## config.mk

```make
export PLATFORM = sky130hd
export DESIGN_NAME = cskp_top
export DESIGN_NICKNAME = d
export VERILOG_FILES = /design/src/hw/cskp_pkg.sv /design/src/hw/cskp_sync.sv /design/src/hw/cskp_top.sv
export SDC_FILE = /design/constraint.sdc
export NUM_CORES = 1
export LEC_CHECK = 0
export ABC_AREA = 1
export ABC_CLOCK_PERIOD_IN_PS = 7400
export BUFFER_PORTS_ARGS = -buffer_cell sky130_fd_sc_hd__buf_2
export CAP_MARGIN = 0
export CORE_ASPECT_RATIO = 1.75
export CORE_UTILIZATION = 31
export CTS_BUF_LIST = sky130_fd_sc_hd__clkbuf_4 sky130_fd_sc_hd__clkbuf_8 sky130_fd_sc_hd__clkbuf_16
export CTS_CLUSTER_DIAMETER = 80
export DETAILED_ROUTE_END_ITERATION = 7
export GPL_ROUTABILITY_DRIVEN = 0
export PLACE_DENSITY = 0.56
export SYNTH_ARGS = -nofsm -noshare
export SYNTH_HDL_FRONTEND = slang
export SYNTH_SLANG_ARGS = --single-unit
```

## constraint.sdc

```tcl
create_clock -name i_clk -period 7.4 [get_ports i_clk]
set_input_delay 1.11 -clock i_clk [delete_from_list [all_inputs] [get_ports i_clk]]
set_output_delay 1.11 -clock i_clk [all_outputs]
set_load 0.01 [all_outputs]
```

## src/hw/cskp_pkg.sv

```systemverilog
package cskp_pkg;

   // Data and parity widths
   localparam int DATA_W   = 16;
   localparam int PAR_W    = 2;

   // Delay-line recovery, in input clock periods
   localparam int RECOVER_CLKS = 8;
   localparam logic [3:0] RECOVER_CNT = 4'(RECOVER_CLKS);

   // Clock-stop detector: input clock considered stopped after this many
   // system clocks without a sampled edge
   localparam logic [7:0] STOP_DET_CNT = 8'h20;

   // Reset values
   localparam logic [15:0] DATA_RST = 16'h0000;
   localparam logic [1:0]  PAR_RST  = 2'h0;

   typedef enum logic [3:0] {
      CSKP_NORMAL  = 4'b0001,
      CSKP_GRANT   = 4'b0010,
      CSKP_FROZEN  = 4'b0100,
      CSKP_RECOVER = 4'b1000
   } cskp_state_t;

endpackage

```

## src/hw/cskp_sync.sv

```systemverilog
`timescale 1ns/10ps
module cskp_sync #(
   parameter int W = 1
) (
   input  wire logic         i_clk,
   input  wire logic         i_sys_rst,
   input  wire logic [W-1:0] i_async,
   output logic      [W-1:0] o_sync
);
   logic [W-1:0] meta;

   always_ff @(posedge i_clk or posedge i_sys_rst) begin
      if (i_sys_rst) begin
         meta   <= '0;
         o_sync <= '0;
      end else begin
         meta   <= i_async;
         o_sync <= meta;
      end
   end
endmodule

```

## src/hw/cskp_top.sv

```systemverilog
`timescale 1ns/10ps
// What this block does
// - Parity lines are held at the last applied level except in bus hold; data lines only in halt.
// - Level briefly driven from outside is taken over and kept after release, on data lines in halt only, on parity lines outside bus hold.
// - Parity line keepers stay enabled in every power state, except during bus hold.
// - Prior-state pins keep their level captured on entering granted halt.
// - Internal clocks come from the input clock through a delay line.
// - Delay-line generator recovers within eight input clock periods.
// - Input clock stopped in granted halt means the clock-frozen state.
// - After clock restart, granted halt is re-entered within eight clocks.
// - Deasserting the halt request returns granted halt to normal.
// - Hold in granted halt is acknowledged, lines float, then restored.
// - Data line keepers are enabled only in granted halt, frozen or recovery.
module cskp_top
   import cskp_pkg::*;
#(
   parameter int DW = DATA_W,
   parameter int PW = PAR_W,
   parameter int PRIOR_W = 8
) (
   input  wire logic          i_clk,
   input  wire logic          i_sys_rst,
   input  wire logic          i_ext_clk,
   input  wire logic          i_clock_halt_request_n,
   input  wire logic          i_bus_hold_request,
   input  wire logic [DW-1:0] i_data_pin,
   input  wire logic [PW-1:0] i_parity_pin,
   input  wire logic [DW-1:0] i_core_data,
   input  wire logic [PW-1:0] i_core_parity,
   input  wire logic          i_core_drive,
   input  wire logic [PRIOR_W-1:0] i_core_prior,
   output logic [DW-1:0]      o_sixteen_bit_data_lines,
   output logic               o_data_oe,
   output logic [PW-1:0]      o_byte_parity_lines,
   output logic [PW-1:0]      o_parity_oe,
   output logic [PRIOR_W-1:0] o_prior_pins,
   output logic               o_bus_hold_acknowledge,
   output logic               o_halt_granted,
   output logic               o_clock_frozen,
   output logic               o_delay_line_clock_generator_locked,
   output logic               o_core_clk_en
);

   localparam int SW = DW + PW + 3;

   logic [SW-1:0] sync_out;
   logic [DW-1:0] data_s;
   logic [PW-1:0] par_s;
   logic          halt_req_s;
   logic          hold_s;
   logic          ext_clk_s;
   logic          ext_clk_d;
   logic          ext_edge;

   cskp_sync #(.W(SW)) u_sync (
      .i_clk     (i_clk),
      .i_sys_rst (i_sys_rst),
      .i_async   ({i_data_pin, i_parity_pin, ~i_clock_halt_request_n,
                   i_bus_hold_request, i_ext_clk}),
      .o_sync    (sync_out)
   );

   assign data_s     = sync_out[SW-1 -: DW];
   assign par_s      = sync_out[3 +: PW];
   assign halt_req_s = sync_out[2];
   assign hold_s     = sync_out[1];
   assign ext_clk_s  = sync_out[0];

   // Rising edge of the input clock, seen in the system domain
   always_ff @(posedge i_clk or posedge i_sys_rst) begin
      if (i_sys_rst) begin
         ext_clk_d <= 1'b0;
      end else begin
         ext_clk_d <= ext_clk_s;
      end
   end

   assign ext_edge = ext_clk_s & ~ext_clk_d;

   // Input clock activity: stopped when no edge for STOP_DET_CNT cycles
   logic [7:0] idle_cnt;
   logic       clk_stopped;

   always_ff @(posedge i_clk or posedge i_sys_rst) begin
      if (i_sys_rst) begin
         idle_cnt <= 8'h00;
      end else if (ext_edge) begin
         idle_cnt <= 8'h00;
      end else if (idle_cnt != STOP_DET_CNT) begin
         idle_cnt <= idle_cnt + 8'h01;
      end
   end

   assign clk_stopped = (idle_cnt == STOP_DET_CNT);

   // Delay-line generator: recovery counted in input clock edges
   logic [3:0] lock_cnt;
   logic       locked;

   always_ff @(posedge i_clk or posedge i_sys_rst) begin
      if (i_sys_rst) begin
         lock_cnt <= 4'h0;
      end else if (ext_edge && lock_cnt != RECOVER_CNT) begin
         lock_cnt <= lock_cnt + 4'h1;
      end else if (clk_stopped) begin
         lock_cnt <= 4'h0;
      end
   end

   assign locked = (lock_cnt == RECOVER_CNT);

   // Power state machine
   cskp_state_t state;
   cskp_state_t next_state;

   always_comb begin
      next_state = state;
      case (state)
         CSKP_NORMAL: begin
            if (halt_req_s) begin
               next_state = CSKP_GRANT;
            end
         end
         CSKP_GRANT: begin
            if (clk_stopped) begin
               next_state = CSKP_FROZEN;
            end else if (!halt_req_s) begin
               next_state = CSKP_NORMAL;
            end
         end
         CSKP_FROZEN: begin
            if (!clk_stopped) begin
               next_state = CSKP_RECOVER;
            end
         end
         CSKP_RECOVER: begin
            if (clk_stopped) begin
               next_state = CSKP_FROZEN;
            end else if (locked) begin
               next_state = CSKP_GRANT;
            end
         end
         default: begin
            next_state = CSKP_NORMAL;
         end
      endcase
   end

   always_ff @(posedge i_clk or posedge i_sys_rst) begin
      if (i_sys_rst) begin
         state <= CSKP_NORMAL;
      end else begin
         state <= next_state;
      end
   end

   logic low_power;
   logic hold_active;
   logic next_low_power;

   assign low_power      = (state != CSKP_NORMAL);
   assign next_low_power = (next_state != CSKP_NORMAL);
   assign hold_active    = hold_s && (state == CSKP_GRANT)
                           && (next_state == CSKP_GRANT);

   // Prior-state pins captured on entry to granted halt
   always_ff @(posedge i_clk or posedge i_sys_rst) begin
      if (i_sys_rst) begin
         o_prior_pins <= '0;
      end else if (!low_power) begin
         o_prior_pins <= i_core_prior;
      end
   end

   // Kept levels: follow core while it drives, else adopt pin levels
   logic [DW-1:0] data_keep;
   logic [PW-1:0] par_keep;
   logic [1:0]    data_oe_hist;
   logic [1:0]    par_oe_hist;
   logic          data_pin_ok;
   logic          par_pin_ok;

   // Synced pin level trusted only once sampled while driven
   always_ff @(posedge i_clk or posedge i_sys_rst) begin
      if (i_sys_rst) begin
         data_oe_hist <= 2'h0;
         par_oe_hist  <= 2'h0;
      end else begin
         data_oe_hist <= {data_oe_hist[0], o_data_oe};
         par_oe_hist  <= {par_oe_hist[0], o_parity_oe[0]};
      end
   end

   assign data_pin_ok = o_data_oe && (data_oe_hist == 2'h3);
   assign par_pin_ok  = o_parity_oe[0] && (par_oe_hist == 2'h3);

   always_ff @(posedge i_clk or posedge i_sys_rst) begin
      if (i_sys_rst) begin
         data_keep <= DATA_RST;
      end else if (!next_low_power && i_core_drive) begin
         data_keep <= i_core_data;
      end else if (low_power && !hold_active && data_pin_ok) begin
         data_keep <= data_s;
      end
   end

   always_ff @(posedge i_clk or posedge i_sys_rst) begin
      if (i_sys_rst) begin
         par_keep <= PAR_RST;
      end else if (!next_low_power && i_core_drive) begin
         par_keep <= i_core_parity;
      end else if (!hold_active && par_pin_ok) begin
         par_keep <= par_s;
      end
   end

   // Pin drive: keeper overpowered by stronger outside drivers
   always_ff @(posedge i_clk or posedge i_sys_rst) begin
      if (i_sys_rst) begin
         o_sixteen_bit_data_lines <= DATA_RST;
         o_byte_parity_lines      <= PAR_RST;
         o_data_oe                <= 1'b0;
         o_parity_oe              <= '0;
      end else begin
         if (!next_low_power && i_core_drive) begin
            o_sixteen_bit_data_lines <= i_core_data;
            o_byte_parity_lines      <= i_core_parity;
         end else begin
            o_sixteen_bit_data_lines <= data_keep;
            o_byte_parity_lines      <= par_keep;
         end
         o_data_oe   <= (next_low_power && !hold_active)
                        || (!next_low_power && i_core_drive);
         o_parity_oe <= {PW{!hold_active}};
      end
   end

   // Status outputs
   always_ff @(posedge i_clk or posedge i_sys_rst) begin
      if (i_sys_rst) begin
         o_bus_hold_acknowledge              <= 1'b0;
         o_halt_granted                      <= 1'b0;
         o_clock_frozen                      <= 1'b0;
         o_delay_line_clock_generator_locked <= 1'b0;
         o_core_clk_en                       <= 1'b0;
      end else begin
         o_bus_hold_acknowledge <= hold_active;
         o_halt_granted <= (next_state == CSKP_GRANT);
         o_clock_frozen <= (next_state == CSKP_FROZEN)
                           || (next_state == CSKP_RECOVER);
         o_delay_line_clock_generator_locked <= locked;
         o_core_clk_en <= locked && (next_state == CSKP_NORMAL);
      end
   end

endmodule

```

* After elaboration in Yosys (flattened, before gate mapping) *
Index checks and enable logic that the tools add are counted.

cells by class
  add/sub/neg operators = 2
  reductions and logical operators = 19
  bitwise logic cells = 3
  eq/ne operators = 16
  multiplexer cells = 17

operators by type and width
  kind                   number
  $mux W16               3
  $mux W4                8
  $mux W8                2
  $pmux W4 S4            1
  $eq A4 B4 Y1 const B   3
  $logic_and A1 B1 Y1    11
  $add A8 B1 Y8 const B  1
  $eq A4 B1 Y1 const B   2
  $eq A4 B2 Y1 const B   2
  $eq A4 B3 Y1 const B   2
  $eq A8 B6 Y1 const B   1
  $ne A4 B1 Y1 const B   2
  $ne A8 B6 Y1 const B   1
  $reduce_bool A2 Y1     4
  $mux W2                3
  $add A4 B1 Y4 const B  1
  $eq A2 B2 Y1 const B   2
  $ne A4 B4 Y1 const B   1
  $logic_not A1 Y1       2
  $logic_or A1 B1 Y1     2
  $not A1 Y1             2
  $and A1 B1 Y1          1

word-level totals
  input bits = 50
  flip-flop bits (word level) = 114
  output and inout bits = 34

* Depth between registers and ports, before layout *
Gate-level depths: netlist of run 1.

  depth after elaboration = 11
  depth in mapped cells = 14
  mapped depth without buffers = 13

* Hierarchy *
From an unflattened synthesis of run 1, not the netlist that was laid out.

unflattened totals
  cell total of the unflattened synthesis = 421
  area total of the unflattened synthesis = 4260.3 um^2

by module, submodules not included
  module     area each (um^2)  sequential area each (um^2)  times used  cells an instance
  cskp_top   3205.6            1803.0                       1           378
  cskp_sync  1054.8            1051.0                       1           43

* Worst setup path after synthesis of run 1 *
Ideal clock, no wire load.

  kind = in2reg
  start point = input port i_core_drive
  end point = register data_keep[5]
  data arrival time = 2005 ps
  setup time = 65 ps
  path slack = 5330 ps
  stages = 6
  cells stage by stage = buf_1 buf_1 nand3_1 nand2_1 nand2_1 nand2_1

on the way
  word-level cells in the longest chain between the ends = 2

RTL lines
  element                                                RTL line         source
  from (decl)                                            cskp_top.sv:30   input wire logic i_core_drive,
  $logic_and A1 B1 Y1 (*)                                cskp_top.sv:200  end else if (!next_low_power && i_core_drive) begin
  $mux W16 / $reduce_bool A2 Y1 (equally long branches)  -
  to (signal assigned)                                   cskp_top.sv:201  data_keep <= i_core_data;
  to (signal assigned)                                   cskp_top.sv:203  data_keep <= data_s;
  to (decl)                                              cskp_top.sv:176  logic [DW-1:0] data_keep;

Mark *: on every way between the ends. The rest lies on a longest branch, timed or not.
A chain may end at the register's enable or synchronous reset.

* Final worst setup path of run 1 *
  start point = register state[0]
  end point = register data_keep[10]

on the way
  word-level cells in the longest chain between the ends = 9

RTL lines
  element                            RTL line                          source
  from (decl)                        cskp_top.sv:113                   cskp_state_t state;
  from (signal assigned)             cskp_top.sv:153                   state <= next_state;
  $mux W4, on equally long branches  cskp_top.sv:139, cskp_top.sv:127
  $mux W4, on equally long branches  cskp_top.sv:137, cskp_top.sv:125
  $pmux W4 S4                        cskp_top.sv:118                   case (state)
  $eq A4 B2 Y1                       cskp_top.sv:164                   && (next_state == CSKP_GRANT);
  $logic_and A1 B1 Y1                cskp_top.sv:164
  $logic_not A1 Y1                   cskp_top.sv:202                   end else if (low_power && !hold_active && data_pin_ok) begin
  $logic_and A1 B1 Y1 (2 in series)  cskp_top.sv:202
  $reduce_bool A2 Y1 (no line)       -

Parallel ways exist; a longest one is shown, timed or not.

==> impl_metrics.json, run 1 <==
{
  "final_area_um2": 5420,
  "synth.cell_area_um2": 4230,
  "clock_path_buffers": 2,
  "io_pins": 84,
  "rr_endpoint": "data_keep[10]",
  "ys_types": 27,
  "worstReg2RegStart": "state[0]",
  "whs_endpoint": "u_sync.o_sync[0]",
  "synth_seq_cells": 114,
  "numPortBuffers": 83,
  "clk_pin_slew_worst_paths_ps": 50,
  "hpwl_um": 5960,
  "synth_area_leaders": "dfrtp_1 (67%), nand2_1 (15%), nand3_1 (5.1%)",
  "pre_cts_slack_ps": 4700,
  "place_area_um2": 4780,
  "status": "complete, no violations",
  "diodes": 0,
  "hold_path.class": "flip-flop to flip-flop",
  "via_count": 2968,
  "setup_viol": 0,
  "grt.total_usage_pct": 13.6,
  "cp.arrival_ps": 2970,
  "grt_max_degree": 94,
  "die_w_um": 90.3,
  "ir_worst_vdd_uv": 197,
  "num_rows": 56,
  "maxSlewHeadroom_pct": 24.4,
  "p_total_w": 0.00228,
  "tns_ps": 0,
  "powerDensity_nw_per_um2": 421,
  "critPathLaunchType": "flip-flop",
  "die_h_um": 157,
  "crit_path_start": "state[0]",
  "cts_tree": "done",
  "ant_nets": 0,
  "syn_to_final_growth_pct": 27.9,
  "fin_crit_sh_pct": 36.4,
  "grt-ovfl-total": 0,
  "min_path_cells": 0,
  "slew_violations": 0,
  "crit_required_ps": 7680,
  "cp_top_family": "simple AND/OR/NAND/NOR gates",
  "yosysTopAreaCell": "dfrtp_1",
  "whs_ps": 346,
  "crit_fanout": 57,
  "setup_slack_ps": 4710,
  "nets": 560,
  "routedWlPerCell_um": 12.3,
  "grt_pass1_wl_um": 14600,
  "htreeDepth": 4,
  "nFillCells": 1318,
  "hold_viol_final": 0,
  "drc": 0,
  "layout.cells.most_common": "nand2_1",
  "synth_edf_count": 0,
  "synth_cells": 417,
  "grt_setup_unrepaired": "false",
  "cts_buffers": 17,
  "syn_nets": 471,
  "root_buffer": "clkbuf_16",
  "hold_start": "u_sync.meta[0]",
  "drive_above_1_share_pct": 26.1,
  "path_buf_inv": 0,
  "synthArstFlopShare_pct": 100,
  "firstDrtPassIters": 4,
  "layout_min_cycle_time_ps": 2690,
  "initial_core_util_pct": 31.6,
  "cts-resized-gates": 0,
  "synth_ff_type": "dfrtp_1",
  "coreArea_um2": 13400,
  "worstRegToRegCells": 9,
  "grt_pass1_vias": 3102,
  "final_cell_mix": "nand2_1 (165), dfrtp_1 (113), buf_2 (83), nand3_1 (43), inv_1 (25)",
  "cp.depth": 9,
  "antenna_found_initial": 0,
  "ctsHoldBuffers": 0,
  "p_leak_nw": 2.92,
  "path_cells": "nand2_1, nor2_2, nor2_1, nand2_1, nand3_2, nand2_4, nand2_4, nand2_1, nand2_1",
  "post_cts_buffers": 0,
  "rrSetupSlack_ps": 4710,
  "ys_seq_area_share_pct": 67.4,
  "syn_area_per_cell_um2": 10.2,
  "slowest_stage": "nand2_4",
  "worst_slew_pin_slew_ps": 1130,
  "worstSetupPathType": "flip-flop to flip-flop",
  "cpMostUsedCell": "nand2_1",
  "fp.dieArea_um2": 14100,
  "ys_warn_count": 0,
  "drt_iter0_markers": 181,
  "wl_um": 8500,
  "clk_latency_ps": 410,
  "end_kind": "flip-flop",
  "cts.sinks": 114,
  "viasPerCell": 4.29,
  "max-cap-violations": 0,
  "synth.top_cell.area_share_pct": 66.8,
  "timing.fmax_ghz": 0.372,
  "max_stage_delay_ps": 610,
  "final.setup_skew_ps": 9.66
}
## how the worst max path moves through the flow
stage	to	slack, ps
final	data_keep[10]	4710
after global routing	data_keep[11]	4420
after detailed placement	data_keep[6]	4700
after floorplan	data_keep[0]	3280
after CTS	data_keep[10]	4670
after global placement	data_keep[5]	4800
## power by group
group          switching [W]  total (W)  internal [W]
Clock               0.000268   0.000862      0.000594
Sequential         0.0000749   0.000868      0.000793
Combinational       0.000359   0.000550      0.000190
## per-layer routing
layer  GRT usage [%]  vias up  wire, µm
met5               0        -         0
met4            8.06        0       214
met3            4.47       11       385
met2            22.9       83      4410
met1            14.9     1395      3490
li1                -     1479         -
## worst reg2reg max path, stage by stage, from the launching register on
cell and delay, ps:
dfstp_2 530, nand2_1 60, nor2_2 380, nor2_1 100
nand2_1 100, nand3_2 390, nand2_4 610, nand2_4 240
nand2_1 110, nand2_1 50
## Yosys cell counts (2+ instances only)
master	number
nand2_2	3
ha_1	4
dfrtp_1	113
nand2_1	165
inv_2	5
nand2_4	3
buf_1	2
inv_1	26
nor2_1	11
buf_4	4
buf_6	3
buf_2	5
a21oi_1	5
nand3_1	43
nor3_1	3
nand3_2	3
o21ai_0	9
## per-stage QoR
step	instances	util (%)
floorplan	417	-
global placement	661	35.7
detailed placement	661	35.7
CTS	692	40.5
global route	692	40.5
finish	692	40.5
## cells by family after synthesis
kind of cell,synth area share (%)
XOR/XNOR,0.414
AO/OA/AOI/OAI,1.80
flip-flops,67.4
AND/OR/NAND/NOR,24.2
buffers and inverters,5.02
adder cells (fa/ha/maj),1.18
## flip-flops by register name (all words and copies together) (netlist names), 2 cells and up
signal / count
o_sixteen_bit_data_lines: 16
lock_cnt: 4
par_oe_hist: 2
u_sync.o_sync: 21
data_oe_hist: 2
u_sync.meta: 21
o_prior_pins: 8
idle_cnt: 8
state: 4
o_byte_parity_lines: 2
par_keep: 2
data_keep: 16
## final cells by class
cell class                 count  area [µm²]  area share, %
timing repair buffer          84         423           7.81
inverter                      31         119           2.19
sequential                   114        2850           52.7
tap                          174         218           4.02
multi-input combinational    258        1170           21.6
clock inverter                 9         154           2.84
clock buffer                  22         482           8.89
Note: power is estimated with default switching activity, not from simulation.
==> inputs of run 2 (changes only) <==
--- a/config.mk
+++ b/config.mk
@@ -6,7 +6,7 @@
 export NUM_CORES = 1
 export LEC_CHECK = 0
 export ABC_AREA = 1
-export ABC_CLOCK_PERIOD_IN_PS = 7400
+export ABC_CLOCK_PERIOD_IN_PS = 2470
 export BUFFER_PORTS_ARGS = -buffer_cell sky130_fd_sc_hd__buf_2
 export CAP_MARGIN = 0
 export CORE_ASPECT_RATIO = 1.75
@@ -15,7 +15,7 @@
 export CTS_CLUSTER_DIAMETER = 80
 export DETAILED_ROUTE_END_ITERATION = 7
 export GPL_ROUTABILITY_DRIVEN = 0
-export PLACE_DENSITY = 0.56
+export PLACE_DENSITY = 0.58
 export SYNTH_ARGS = -nofsm -noshare
 export SYNTH_HDL_FRONTEND = slang
 export SYNTH_SLANG_ARGS = --single-unit
==> constraint.sdc (replaced) <==
create_clock -name i_clk -period 2.47 [get_ports i_clk]
set_input_delay 0.3705 -clock i_clk [delete_from_list [all_inputs] [get_ports i_clk]]
set_output_delay 0.3705 -clock i_clk [all_outputs]
set_load 0.01 [all_outputs]
==> impl_metrics.json, run 2 (synthesis gave the netlist of run 1 again) <==
{
  "die_h_um": 157,
  "routedWlPerCell_um": 12.1,
  "max_stage_delay_ps": 430,
  "critPathLaunchType": "flip-flop",
  "pre_cts_slack_ps": 431,
  "fin_util_pct": 40.8,
  "path_buf_inv": 1,
  "max-cap-violations": 0,
  "fin_crit_sh_pct": 82.3,
  "p_seq_share_pct": 37.8,
  "syn_to_final_growth_pct": 29.1,
  "clk_latency_ps": 400,
  "pwr-share-clk_pct": 37.6,
  "drt_iter0_markers": 172,
  "initial_core_util_pct": 31.6,
  "busiest_layer": "met2",
  "final_cell_mix": "nand2_1 (165), dfrtp_1 (113), buf_2 (83), nand3_1 (43), inv_1 (25)",
  "met2_usage_pct": 21.8,
  "cts_buffers": 17,
  "status": "complete, no violations",
  "swShare_pct": 30.8,
  "wl_um": 8420,
  "post_cts_buffers": 0,
  "grt_pass1_vias": 3070,
  "coreArea_um2": 13400,
  "root_buffer": "clkbuf_16",
  "hold_viol_final": 0,
  "drive_above_1_share_pct": 26.6,
  "grt_pass1_wl_um": 14100,
  "hpwl_um": 5960,
  "hold_path.class": "primary input to flip-flop",
  "via_count": 3017,
  "slew_violations": 0,
  "pwr-share-comb_pct": 24.6,
  "path_cells": "inv_1, ha_1, nand2_1, nor2_1, nand2_2, nand3_2, nand3_2, nand2_4, nand2_4, nand2_1, nand2_1",
  "viasPerCell": 4.33,
  "cp.arrival_ps": 2310,
  "fp.dieArea_um2": 14100,
  "setup_viol": 0,
  "firstDrtPassIters": 4,
  "maxSlewHeadroom_pct": 57.5,
  "crit_fanout": 57,
  "clock_path_buffers": 2,
  "met3_usage_pct": 4.08,
  "ant_nets": 0,
  "p_sw_w": 0.00213,
  "crit_required_ps": 2750,
  "tns_ps": 0,
  "slowest_stage": "nand2_4",
  "use_met1_pct": 14.2,
  "io_pins": 84,
  "nFillCells": 1297,
  "cp_top_family": "simple AND/OR/NAND/NOR gates",
  "cts_tree": "done",
  "numPortBuffers": 83,
  "reg_top3": "u_sync.meta (21), u_sync.o_sync (21)",
  "nets": 563,
  "p_int_w": 0.00479,
  "end_kind": "flip-flop",
  "clk_pin_slew_worst_paths_ps": 50,
  "p_total_w": 0.00692,
  "grt-ovfl-total": 0,
  "layout_min_cycle_time_ps": 2030,
  "die_w_um": 90.3,
  "cpMostUsedCell": "nand2_1",
  "num_rows": 56,
  "grt.total_usage_pct": 13.0,
  "worst_slew_pin_slew_ps": 637,
  "worstSetupPathType": "flip-flop to flip-flop",
  "cts-resized-gates": 0,
  "powerDensity_nw_per_um2": 1270,
  "timing.fmax_ghz": 0.492,
  "layout.cells.most_common": "nand2_1",
  "p_leak_nw": 2.94,
  "cts.sinks": 114,
  "drc": 0,
  "setup_slack_ps": 436,
  "whs_ps": 74.6,
  "htreeDepth": 4,
  "ir_worst_vdd_uv": 479,
  "final.setup_skew_ps": 5.37,
  "ctsHoldBuffers": 0,
  "antenna_found_initial": 1,
  "grt_setup_unrepaired": "false",
  "grt_max_degree": 115
}
[run 2: cell count changes in the layout (fill, tap and decap cells not counted)]
cell,change
inv_4,-1
clkbuf_8,+1
clkinv_2,+1
buf_4,+2
buf_12,+1
diode_2,+1
[run 2: area by class of cell]
| cell class | instances | area (µm²) | area share (%) |
|---|---|---|---|
| Clock inverter | 9 | 151 | 2.77 |
| Clock buffer | 23 | 495 | 9.06 |
| Inverter | 31 | 120 | 2.20 |
| Tap cell | 174 | 218 | 3.98 |
| Timing Repair Buffer | 87 | 458 | 8.38 |
| Antenna cell | 1 | 2.50 | 0.0458 |
| Multi-Input combinational cell | 258 | 1170 | 21.4 |
| Sequential cell | 114 | 2850 | 52.2 |
[run 2: layer usage]
metal	share of wire, %	routed length, µm
met5	0	0
met4	3.9	325
met3	4.6	384
met2	52	4360
met1	40	3350
[run 2: final timing paths]
check	cells past startpoint	start	slack, ps	endpoint
hold reg to reg	0	u_sync.meta[1]	340	u_sync.o_sync[1]
setup / recovery	11	idle_cnt[0]	440	data_keep[11]
hold / removal	1	i_parity_pin[0]	70	u_sync.meta[3]
setup reg to reg	11	idle_cnt[0]	440	data_keep[11]
max in group asynchronous	3	i_sys_rst	1850	o_sixteen_bit_data_lines[2]
min in group asynchronous	3	i_sys_rst	90	lock_cnt[0]
[run 2: stage by stage]
stage,instances,cell area (µm²)
after global routing,697,5470
after floorplan,417,4240
after detailed placement,664,4820
final,697,5470
after CTS,696,5460
after global placement,664,4820
[run 2: power groups by stage]
stage          logic [W]  registers [W]  clock network (W)
3_5_place_dp     0.00172        0.00264                  0
5_1_grt          0.00196        0.00266            0.00275
4_1_cts          0.00173        0.00261            0.00267
3_3_place_gp     0.00168        0.00262                  0
2_1_floorplan    0.00112        0.00271                  0
6_report         0.00170        0.00261            0.00260
